**config.mk**
```make
export PLATFORM = sky130hd
export DESIGN_NAME = lin_mon_relay_cmd
export DESIGN_NICKNAME = d
export VERILOG_FILES = /design/src/hw/lin_mon_relay_pkg.sv /design/src/hw/entry_ram.sv /design/src/hw/lin_mon_relay_cmd.sv
export SDC_FILE = /design/constraint.sdc
export NUM_CORES = 2
export LEC_CHECK = 0
export ABC_AREA = 1
export ABC_CLOCK_PERIOD_IN_PS = 9050
export BUFFER_PORTS_ARGS = -buffer_cell sky130_fd_sc_hd__buf_2
export CORE_ASPECT_RATIO = 1.5
export CORE_MARGIN = 2
export CORE_UTILIZATION = 55
export DETAILED_ROUTE_END_ITERATION = 8
export GPL_ROUTABILITY_DRIVEN = 1
export PLACE_DENSITY = 0.71
export SLEW_MARGIN = 20
export SYNTH_ARGS = -nofsm -noshare
export SYNTH_HDL_FRONTEND = slang
export SYNTH_SLANG_ARGS = --single-unit
```
**constraint.sdc**
```tcl
create_clock -name clk_sys -period 9.05 [get_ports clk_sys]
set_input_delay 1.81 -clock clk_sys [delete_from_list [all_inputs] [get_ports clk_sys]]
set_output_delay 1.81 -clock clk_sys [all_outputs]
set_load 0.005 [all_outputs]
```
**src/hw/lin_mon_relay_pkg.sv**
```systemverilog
// Purpose: Shared constants for the LIN monitor and relay command block.
// Assumes: Commands arrive as a byte stream, first byte is the opcode.
// Notes: Response lengths and parameter byte positions are defined here once.
package lin_mon_relay_pkg;

  // ----------------------------------------------------------------
  // Opcodes
  // ----------------------------------------------------------------
  localparam logic [7:0] OP_MON_ACT = 8'h54;
  localparam logic [7:0] OP_SET = 8'h81;
  localparam logic [7:0] OP_RST = 8'h82;
  localparam logic [7:0] OP_DIRECT = 8'h83;
  localparam logic [7:0] OP_STATE = 8'h84;
  localparam logic [7:0] OP_GET_ITEMS = 8'hf2;

  // ----------------------------------------------------------------
  // Parameter byte positions and values
  // ----------------------------------------------------------------
  localparam int IDX_MODE = 0;
  localparam int IDX_SEL = 1;
  localparam int IDX_DRAIN = 2;
  localparam int IDX_FORMAT = 3;
  localparam int IDX_COUNT = 0;
  localparam int IDX_ALL = 1;
  localparam int IDX_MASK_LO = 0;
  localparam int IDX_MASK_HI = 1;
  localparam logic [8:0] LIST_START = 9'h004;
  localparam int PARAM_BYTES = 4;
  localparam logic [7:0] MODE_OFF = 8'h00;
  localparam logic [7:0] MODE_BUFFERED = 8'h01;
  localparam logic [7:0] SEL_MIN = 8'h01;
  localparam logic [7:0] SEL_MAX = 8'h07;
  localparam logic [7:0] DRAIN_AUTO = 8'h01;
  localparam logic [7:0] FORMAT_SMALL = 8'h01;
  localparam logic [7:0] APPLY_ALL = 8'h01;

  // ----------------------------------------------------------------
  // Capture classes; selection bit n enables event kind n
  // ----------------------------------------------------------------
  localparam logic [1:0] KIND_RX = 2'h0;
  localparam logic [1:0] KIND_TX = 2'h1;
  localparam logic [1:0] KIND_WAKE = 2'h2;

  // ----------------------------------------------------------------
  // Reset values
  // ----------------------------------------------------------------
  localparam logic [15:0] RELAY_RESET = 16'h0000;
  localparam logic [2:0] SEL_RESET = 3'h0;

  // ----------------------------------------------------------------
  // Timing
  // ----------------------------------------------------------------
  localparam int CLK_PERIOD_NS = 25;
  localparam int TS_UNIT_NS = 1000;
  localparam int TS_TICK_CYCLES = TS_UNIT_NS / CLK_PERIOD_NS;

  // ----------------------------------------------------------------
  // Responses
  // ----------------------------------------------------------------
  localparam logic [7:0] ENTRY_PRESENT = 8'h01;
  localparam logic [7:0] ENTRY_NONE = 8'h00;
  localparam logic [7:0] RSV_BYTE = 8'h00;
  localparam logic [2:0] ENTRY_RSP_LEN = 3'h6;
  localparam logic [2:0] EMPTY_RSP_LEN = 3'h2;
  localparam logic [2:0] STATE_RSP_LEN = 3'h5;
  localparam int ENTRY_W = 26;

endpackage

```
**src/hw/entry_ram.sv**
```systemverilog
// Purpose: Storage for monitor entries, one write port, one read port.
// Assumes: Read address is stable; data appear one edge after the address.
// Notes: Read data always come from a register.
`timescale 1ns/10ps
module entry_ram #(
  parameter int W = 26,
  parameter int DEPTH = 64
) (
  // Clock
  input wire logic clk_sys,
  // Write side
  input wire logic wr_en,
  input wire logic [$clog2(DEPTH)-1:0] wr_addr,
  input wire logic [W-1:0] wr_data,
  // Read side
  input wire logic [$clog2(DEPTH)-1:0] rd_addr,
  output logic [W-1:0] rd_data
);

  logic [W-1:0] mem [DEPTH];

  always_ff @(posedge clk_sys) begin
    if (wr_en) begin
      mem[wr_addr] <= wr_data;
    end
    rd_data <= mem[rd_addr];
  end

endmodule

```
**src/hw/lin_mon_relay_cmd.sv**
```systemverilog
// Purpose: Command interpreter for LIN monitor activation and relay control.
// Assumes: One command byte per cycle when cmd_valid; no back-pressure.
// Notes: Responses leave as a byte stream under rsp_valid/rsp_ready.
//
// Notes on behaviour
// - Activation byte 0: value 0 turns monitor off, 1 turns buffered capture on.
// - Selection byte: 1 rx, 2 tx, 3 both, 4 wake, 5..7 wake plus frames.
// - Drain byte: 0 holds entries for host, 1 pushes them out automatically.
// - Only entry format 1, compact entries, is accepted.
// - No entries are captured while the slave task is switched off.
// - Auto-drain pushes entries unasked; host must read them periodically.
// - Pushed entries use the same layout as the item retrieval reply.
// - Activation with action 1 clears the entry time-stamp timer to zero.
// - Set command energises all relays, or only listed ones.
// - Byte 0 holds count N, bytes 2 and 3 reserved, list from byte 4.
// - Reset command de-energises all relays, or only listed ones.
// - Direct write: 16-bit mask in bytes 0 and 1, bit 0 is relay 1.
// - State query has no parameters; reply carries mask then two reserved bytes.
// - A one bit in the reply means the relay is set.
// - Accepted frames go into a ring buffer in bus order.
`timescale 1ns/10ps
module lin_mon_relay_cmd #(
  parameter int N_RELAY = 16,
  parameter int DEPTH = 64
) (
  // Clock and reset
  input wire logic clk_sys,
  input wire logic rst,
  // Command byte stream
  input wire logic cmd_valid,
  input wire logic cmd_first,
  input wire logic cmd_last,
  input wire logic [7:0] cmd_byte,
  // Bus events from the LIN engine
  input wire logic slave_task_on,
  input wire logic ev_valid,
  input wire logic ev_pass,
  input wire logic [1:0] ev_kind,
  input wire logic [7:0] ev_id,
  // Response byte stream
  input wire logic rsp_ready,
  output logic rsp_valid,
  output logic rsp_last,
  output logic [7:0] rsp_byte,
  // Status and relay drive
  output logic [N_RELAY-1:0] relay_state,
  output logic mon_active,
  output logic auto_drain,
  output logic buf_overflow
);
  import lin_mon_relay_pkg::*;

  localparam int AW = $clog2(DEPTH);

  if (N_RELAY < 1 || N_RELAY > 16) begin : g_bad_relay
    $error("N_RELAY must be 1..16");
  end
  if (DEPTH < 2 || (1 << AW) != DEPTH) begin : g_bad_depth
    $error("DEPTH must be a power of two, at least 2");
  end

  typedef enum logic {ST_IDLE, ST_SEND} rsp_state_e;

  // ----------------------------------------------------------------
  // Command capture
  // ----------------------------------------------------------------
  logic [7:0] op_r;
  logic [8:0] idx_r;
  logic [7:0] p_r [PARAM_BYTES];
  logic [7:0] p_w [PARAM_BYTES];
  logic [15:0] list_r;
  logic [15:0] cur_bit;
  logic [7:0] op_w;
  logic param_byte, fin, in_list, list_op;

  assign op_w = cmd_first ? cmd_byte : op_r;
  assign param_byte = cmd_valid & ~cmd_first;
  assign fin = cmd_valid & cmd_last;
  assign list_op = (op_r == OP_SET) | (op_r == OP_RST);
  // Count is read from the stored byte 0; the list starts at byte 4.
  assign in_list = param_byte & list_op & (idx_r >= LIST_START) &
                   ((idx_r - LIST_START) < {1'b0, p_r[IDX_COUNT]});

  genvar gi;
  generate
    for (gi = 0; gi < PARAM_BYTES; gi++) begin : g_par
      // The final byte of a command is folded in before it is stored.
      // An opcode clears the bytes, so a short command never reuses old ones.
      assign p_w[gi] = (cmd_valid && cmd_first) ? 8'h00 :
                       (param_byte && idx_r == 9'(gi)) ? cmd_byte : p_r[gi];
      always_ff @(posedge clk_sys) begin
        if (rst) begin
          p_r[gi] <= 8'h00;
        end else begin
          p_r[gi] <= p_w[gi];
        end
      end
    end
    for (gi = 0; gi < 16; gi++) begin : g_list
      if (gi < N_RELAY) begin : g_on
        assign cur_bit[gi] = in_list & (cmd_byte == 8'(gi + 1));
      end else begin : g_off
        assign cur_bit[gi] = 1'b0;
      end
    end
  endgenerate

  always_ff @(posedge clk_sys) begin
    if (rst) begin
      op_r <= 8'h00;
      idx_r <= 9'h000;
      list_r <= 16'h0000;
    end else if (cmd_valid) begin
      op_r <= op_w;
      idx_r <= cmd_first ? 9'h000 : (idx_r == 9'h1ff ? idx_r : idx_r + 9'h001);
      list_r <= cmd_first ? 16'h0000 : (list_r | cur_bit);
    end
  end

  // ----------------------------------------------------------------
  // Relays
  // ----------------------------------------------------------------
  logic [N_RELAY-1:0] relay_r, relay_nxt, list_w, mask_w;
  logic [15:0] relay_map;
  logic apply_all;

  assign list_w = N_RELAY'(cmd_first ? 16'h0000 : (list_r | cur_bit));
  assign mask_w = N_RELAY'({p_w[IDX_MASK_HI], p_w[IDX_MASK_LO]});
  assign apply_all = (p_w[IDX_ALL] == APPLY_ALL);

  always_comb begin
    relay_nxt = relay_r;
    if (fin) begin
      case (op_w)
        OP_SET: relay_nxt = apply_all ? '1 : (relay_r | list_w);
        OP_RST: relay_nxt = apply_all ? '0 : (relay_r & ~list_w);
        OP_DIRECT: relay_nxt = mask_w;
        default: relay_nxt = relay_r;
      endcase
    end
  end

  always_ff @(posedge clk_sys) begin
    if (rst) begin
      relay_r <= N_RELAY'(RELAY_RESET);
    end else begin
      relay_r <= relay_nxt;
    end
  end

  generate
    for (gi = 0; gi < 16; gi++) begin : g_map
      if (gi < N_RELAY) begin : g_on
        assign relay_map[gi] = relay_r[gi];
      end else begin : g_off
        assign relay_map[gi] = 1'b0;
      end
    end
  endgenerate

  // ----------------------------------------------------------------
  // Monitor control
  // ----------------------------------------------------------------
  logic mon_r, auto_r, act_on, act_off, drain_w;
  logic [2:0] sel_r;

  assign drain_w = (p_w[IDX_DRAIN] == DRAIN_AUTO);

  assign act_off = fin & (op_w == OP_MON_ACT) & (p_w[IDX_MODE] == MODE_OFF);
  // Activation with an unsupported format or an empty selection is ignored.
  assign act_on = fin & (op_w == OP_MON_ACT) & (p_w[IDX_MODE] == MODE_BUFFERED) &
                  (p_w[IDX_FORMAT] == FORMAT_SMALL) &
                  (p_w[IDX_SEL] >= SEL_MIN) & (p_w[IDX_SEL] <= SEL_MAX);

  always_ff @(posedge clk_sys) begin
    if (rst) begin
      mon_r <= 1'b0;
      auto_r <= 1'b0;
      sel_r <= SEL_RESET;
    end else if (act_on) begin
      mon_r <= 1'b1;
      sel_r <= p_w[IDX_SEL][2:0];
      auto_r <= drain_w;
    end else if (act_off) begin
      mon_r <= 1'b0;
    end
  end

  // ----------------------------------------------------------------
  // Time stamp
  // ----------------------------------------------------------------
  logic [$clog2(TS_TICK_CYCLES)-1:0] pre_r;
  logic [15:0] ts_r;
  logic tick;

  assign tick = (pre_r == ($clog2(TS_TICK_CYCLES))'(TS_TICK_CYCLES - 1));

  always_ff @(posedge clk_sys) begin
    if (rst || act_on) begin
      pre_r <= '0;
      ts_r <= 16'h0000;
    end else begin
      pre_r <= tick ? '0 : pre_r + 1'b1;
      ts_r <= tick ? ts_r + 16'h0001 : ts_r;
    end
  end

  // ----------------------------------------------------------------
  // Ring buffer
  // ----------------------------------------------------------------
  logic [AW-1:0] wr_ptr_r, rd_ptr_r;
  logic [AW:0] cnt_r;
  logic [ENTRY_W-1:0] rd_entry;
  logic accept, push, pop, full, avail_r, ovf_r;
  logic [3:0] sel_ext;

  // Kind 3 indexes the padding bit, so it is never stored.
  assign sel_ext = {1'b0, sel_r};

  assign full = (cnt_r == (AW + 1)'(DEPTH));
  assign accept = mon_r & slave_task_on & ev_valid & ev_pass &
                  (ev_kind <= KIND_WAKE) & sel_ext[ev_kind];
  assign push = accept & ~full;

  always_ff @(posedge clk_sys) begin
    if (rst || act_on) begin
      wr_ptr_r <= '0;
      rd_ptr_r <= '0;
      cnt_r <= '0;
      avail_r <= 1'b0;
      // An event lost in the very cycle of an activation still raises the flag.
      ovf_r <= !rst && accept && full;
    end else begin
      wr_ptr_r <= wr_ptr_r + AW'(push);
      rd_ptr_r <= rd_ptr_r + AW'(pop);
      cnt_r <= cnt_r + (AW + 1)'(push) - (AW + 1)'(pop);
      // Read data lag the pointer by one edge, so availability lags too.
      avail_r <= (cnt_r != '0) & ~pop;
      ovf_r <= ovf_r | (accept & full);
    end
  end

  entry_ram #(.W(ENTRY_W), .DEPTH(DEPTH)) u_ram (
    .clk_sys(clk_sys),
    .wr_en(push),
    .wr_addr(wr_ptr_r),
    .wr_data({ev_kind, ev_id, ts_r}),
    .rd_addr(rd_ptr_r),
    .rd_data(rd_entry)
  );

  // ----------------------------------------------------------------
  // Response sender
  // ----------------------------------------------------------------
  rsp_state_e st_r;
  logic state_pend_r, items_pend_r;
  logic go_state, go_items, go_auto, go, idle;
  logic [47:0] ld_w, sh_r;
  logic [2:0] ld_len, len_r;
  logic [7:0] byte_r;
  logic valid_r, last_r, take;
  logic [47:0] entry_rsp;

  assign idle = (st_r == ST_IDLE);
  assign go_state = idle & state_pend_r;
  assign go_items = idle & ~state_pend_r & items_pend_r;
  assign go_auto = idle & ~state_pend_r & ~items_pend_r & auto_r & avail_r;
  assign go = go_state | go_items | go_auto;
  assign pop = (go_items & avail_r) | go_auto;
  assign take = valid_r & rsp_ready;
  // One entry per reply; kind, id, then time stamp high byte before low byte on the wire.
  assign entry_rsp = {rd_entry[7:0], rd_entry[15:8], rd_entry[23:16],
                      6'h00, rd_entry[25:24], ENTRY_PRESENT, OP_GET_ITEMS};

  always_comb begin
    ld_w = 48'h0;
    ld_len = EMPTY_RSP_LEN;
    if (go_state) begin
      ld_w = {8'h00, RSV_BYTE, RSV_BYTE, relay_map[15:8], relay_map[7:0], OP_STATE};
      ld_len = STATE_RSP_LEN;
    end else if (avail_r) begin
      ld_w = entry_rsp;
      ld_len = ENTRY_RSP_LEN;
    end else begin
      ld_w = {32'h0, ENTRY_NONE, OP_GET_ITEMS};
    end
  end

  always_ff @(posedge clk_sys) begin
    if (rst) begin
      state_pend_r <= 1'b0;
      items_pend_r <= 1'b0;
    end else begin
      // A new request in the cycle its reply starts stays pending.
      state_pend_r <= (fin & (op_w == OP_STATE)) | (state_pend_r & ~go_state);
      items_pend_r <= (fin & (op_w == OP_GET_ITEMS)) | (items_pend_r & ~go_items);
    end
  end

  always_ff @(posedge clk_sys) begin
    if (rst) begin
      st_r <= ST_IDLE;
      sh_r <= 48'h0;
      len_r <= 3'h0;
      byte_r <= 8'h00;
      valid_r <= 1'b0;
      last_r <= 1'b0;
    end else begin
      case (st_r)
        ST_IDLE: begin
          if (go) begin
            st_r <= ST_SEND;
            byte_r <= ld_w[7:0];
            sh_r <= ld_w >> 8;
            len_r <= ld_len - 3'h1;
            valid_r <= 1'b1;
            last_r <= (ld_len == 3'h1);
          end
        end
        ST_SEND: begin
          if (take && last_r) begin
            st_r <= ST_IDLE;
            valid_r <= 1'b0;
            last_r <= 1'b0;
          end else if (take) begin
            byte_r <= sh_r[7:0];
            sh_r <= sh_r >> 8;
            len_r <= len_r - 3'h1;
            last_r <= (len_r == 3'h1);
          end
        end
        default: st_r <= ST_IDLE;
      endcase
    end
  end

  assign rsp_valid = valid_r;
  assign rsp_last = last_r;
  assign rsp_byte = byte_r;
  assign relay_state = relay_r;
  assign mon_active = mon_r;
  assign auto_drain = auto_r;
  assign buf_overflow = ovf_r;
endmodule

```
==> flow_summary.toml <==
[route]
dr_total_vias = 50000
vias_per_cell = 6.36
first_iter_violations = 7138
firstDrtPassIters = 6
wl_per_cell_um = 26.0
wirelength_um = 205000
postRouteAntennaNets = 0
drc = 0

[yosys]
ys_seq_elements = 1875
yosys-top-cells-count = "edfxtp_1, nor2_1, o21ai_0"
synthArstFlopShare = 0
synth.area.top_cells = "edfxtp_1, o21ai_0, dfxtp_1"
ys_types = 50
ys_seq_area_frac = 0.728
yosys_warnings = 0
synthesis.area_um2 = 74500
syn-instance-count = 6090
syn-num-nets = 6151
synth_edf_count = 1664
synth_top_area_frac = 0.671
synth-main-ff-cell = "edfxtp_1"
synth_largest_area_cell = "edfxtp_1"
avgSynthCellArea_um2 = 12.2
yosys.cell_count.top_type = "edfxtp_1"

[finish]
drive_gt1_frac = 0.0843
layout-area-overhead-vs-synth_pct = 9.84
nNetsFinal = 6053

[floorplanning]
ios = 56
row_count = 165
die_x_um = 304
design.die.area_um2 = 138000
core_area_um2 = 135000
fp.dieH_um = 455
start_util = 0.553

[placed_design]
hpwl_um = 116000
gp_congestion = 0.955
port_buffers = 55
post-place-ws_ns = 3.18

[grt]
grt_start_max_net_pins = 228
antenna_found_initial = 3
overflow = 0
grt_pass1_vias = 47300
grt_use_total = 0.291
grt_pass1_wl_um = 299000

[setup_path]
endpoint_kind = "flip-flop"
arrival_ns = 5.50
start_kind = "input pin"
timing.critical_path.required_ns = 9.54
crit_fanout = 27
critPathKind = "input pin to flip-flop"

[sta]
final-setup-viol-count = 0
min_period_ns = 5.01
whs_ns = 0.445
setup_tns_ns = 0
relSlewSlack = 0.255
period_share = 0.554
drv_slew = 0
max_freq_ghz = 0.199
fin_ws_ns = 4.04
tightest_slew_ns = 1.12
skew_ns = 0.0246
rsz0062_at_grt = "false"
timing.final.hold_violations = 0

[clocking]
cts_root_buffer = "clkbuf_16"
post_cts_resized = 0
cts_hold_buf = 0
cts.sinks = 1875
htree_levels = 4
clk_latency_ns = 0.79
cts_max_path_buffers = 3
cts_tree = "yes"
post-cts-setup-buffers = 0
clk_pin_slew_ns = 0.06
cts-buffers-inserted = 161

[power_and_ir_drop]
leakage_nw = 27.0
power_mw = 16.5
ir_drop_mv = 0.155
p_per_area_nw_per_um2 = 202

[outcome]
outcome = "finished, final reports clean"

[job]
cap_violations = 0

[worst_hold_path]
hp-class = "flip-flop to flip-flop"
## cell families (layout without fill, tap and decap cells)
kind of cell	count (synthesis)	after routing	share of synthesized area
xor+xnor	26	26	0.00306
compound gates	1579	1579	0.122
flops	1875	1875	0.728
simple gates	1943	1943	0.108
fa+ha+maj	34	34	0.00581
other cells	0	2	0
buf+inv	633	662	0.0333
## sequential cells by signal, summed over array words and instances, names as in the netlist, 7 cells and up
register and count:
cnt_r 7, idx_r 9, list_r 16, op_r 8, p_r 32, relay_state 16, rsp_byte 8, sh_r 40
ts_r 16, u_ram.mem 1664, u_ram.rd_data 26
## path summary, 6_finish.rpt
check / from / endpoint / slack (ns) / cells after the start
min: sh_r[27]$_SDFFE_PP0P_ / sh_r[27]$_SDFFE_PP0P_ / 0.45 / 2
min reg2reg: sh_r[27]$_SDFFE_PP0P_ / sh_r[27]$_SDFFE_PP0P_ / 0.45 / 2
max reg2reg: rd_ptr_r[1]$_SDFF_PP0_ / u_ram.rd_data[12]$_DFF_P_ / 4.99 / 8
max: ev_kind[1] / u_ram.mem[12][14]$_DFFE_PP_ / 4.04 / 10
## area by class of cell
type	instances	area, µm²
fillers	10200	52800
diodes	2	5.00
multi-input cells	3582	18100
flip-flops and latches	1875	54300
well taps	1753	2190
inverters	226	871
clock buffers	196	4310
clock inverters	94	980
repair buffers	146	1060
## report_power, final
| group | switching (mW) | total (mW) | leakage, nW | internal, mW |
|---|---|---|---|---|
| sequential | 0.00402 | 9.33 | 17.0 | 9.32 |
| combinational | 0.144 | 0.175 | 7.44 | 0.0317 |
| clock | 3.05 | 7.01 | 2.59 | 3.96 |
| total | 3.20 | 16.5 | 27.0 | 13.3 |
## layer usage
| layer | track usage | vias up | wire length (µm) |
|---|---|---|---|
| li1 | - | 22200 | - |
| met1 | 0.370 | 24500 | 73600 |
| met2 | 0.471 | 2847 | 97700 |
| met3 | 0.0504 | 517 | 20400 |
| met4 | 0.174 | 0 | 13300 |
| met5 | 0 | - | 0 |
## through the flow
| step | cell area, µm² | std cells | utilization |
|---|---|---|---|
| 2_1_floorplan | 74500 | 6090 | - |
| 3_3_place_gp | 76500 | 7582 | 0.568 |
| 3_5_place_dp | 76500 | 7582 | 0.568 |
| 4_1_cts | 81800 | 7872 | 0.608 |
| 5_1_grt | 81800 | 7873 | 0.608 |
| 6_report | 81800 | 7874 | 0.608 |
## worst max-delay path, cell delays in order
cell and delay, ns:
buf_2 0.09, buf_4 0.24, inv_1 0.13, nand2_1 0.06, a2111oi_0 0.63, nand2_1 0.23, nor2_1 0.29, nand3_2 0.73
nor2_2 0.90, buf_4 0.34
## placed cells by master, fill, tap and decap left out, types with 32 or more instances in the layout
master	instances
nand2_1	476
buf_4	88
edfxtp_1	1664
clkbuf_16	167
o221ai_1	167
nor2_2	36
inv_1	212
o22ai_1	271
clkinv_2	32
buf_2	51
nand3_1	204
dfxtp_1	191
o211ai_1	51
nor2_1	1013
nor3_1	34
ha_1	33
a21oi_1	123
o21ai_0	931
nor2_4	34
nand4_1	114
No activity file was read; power rests on OpenSTA's default activity.
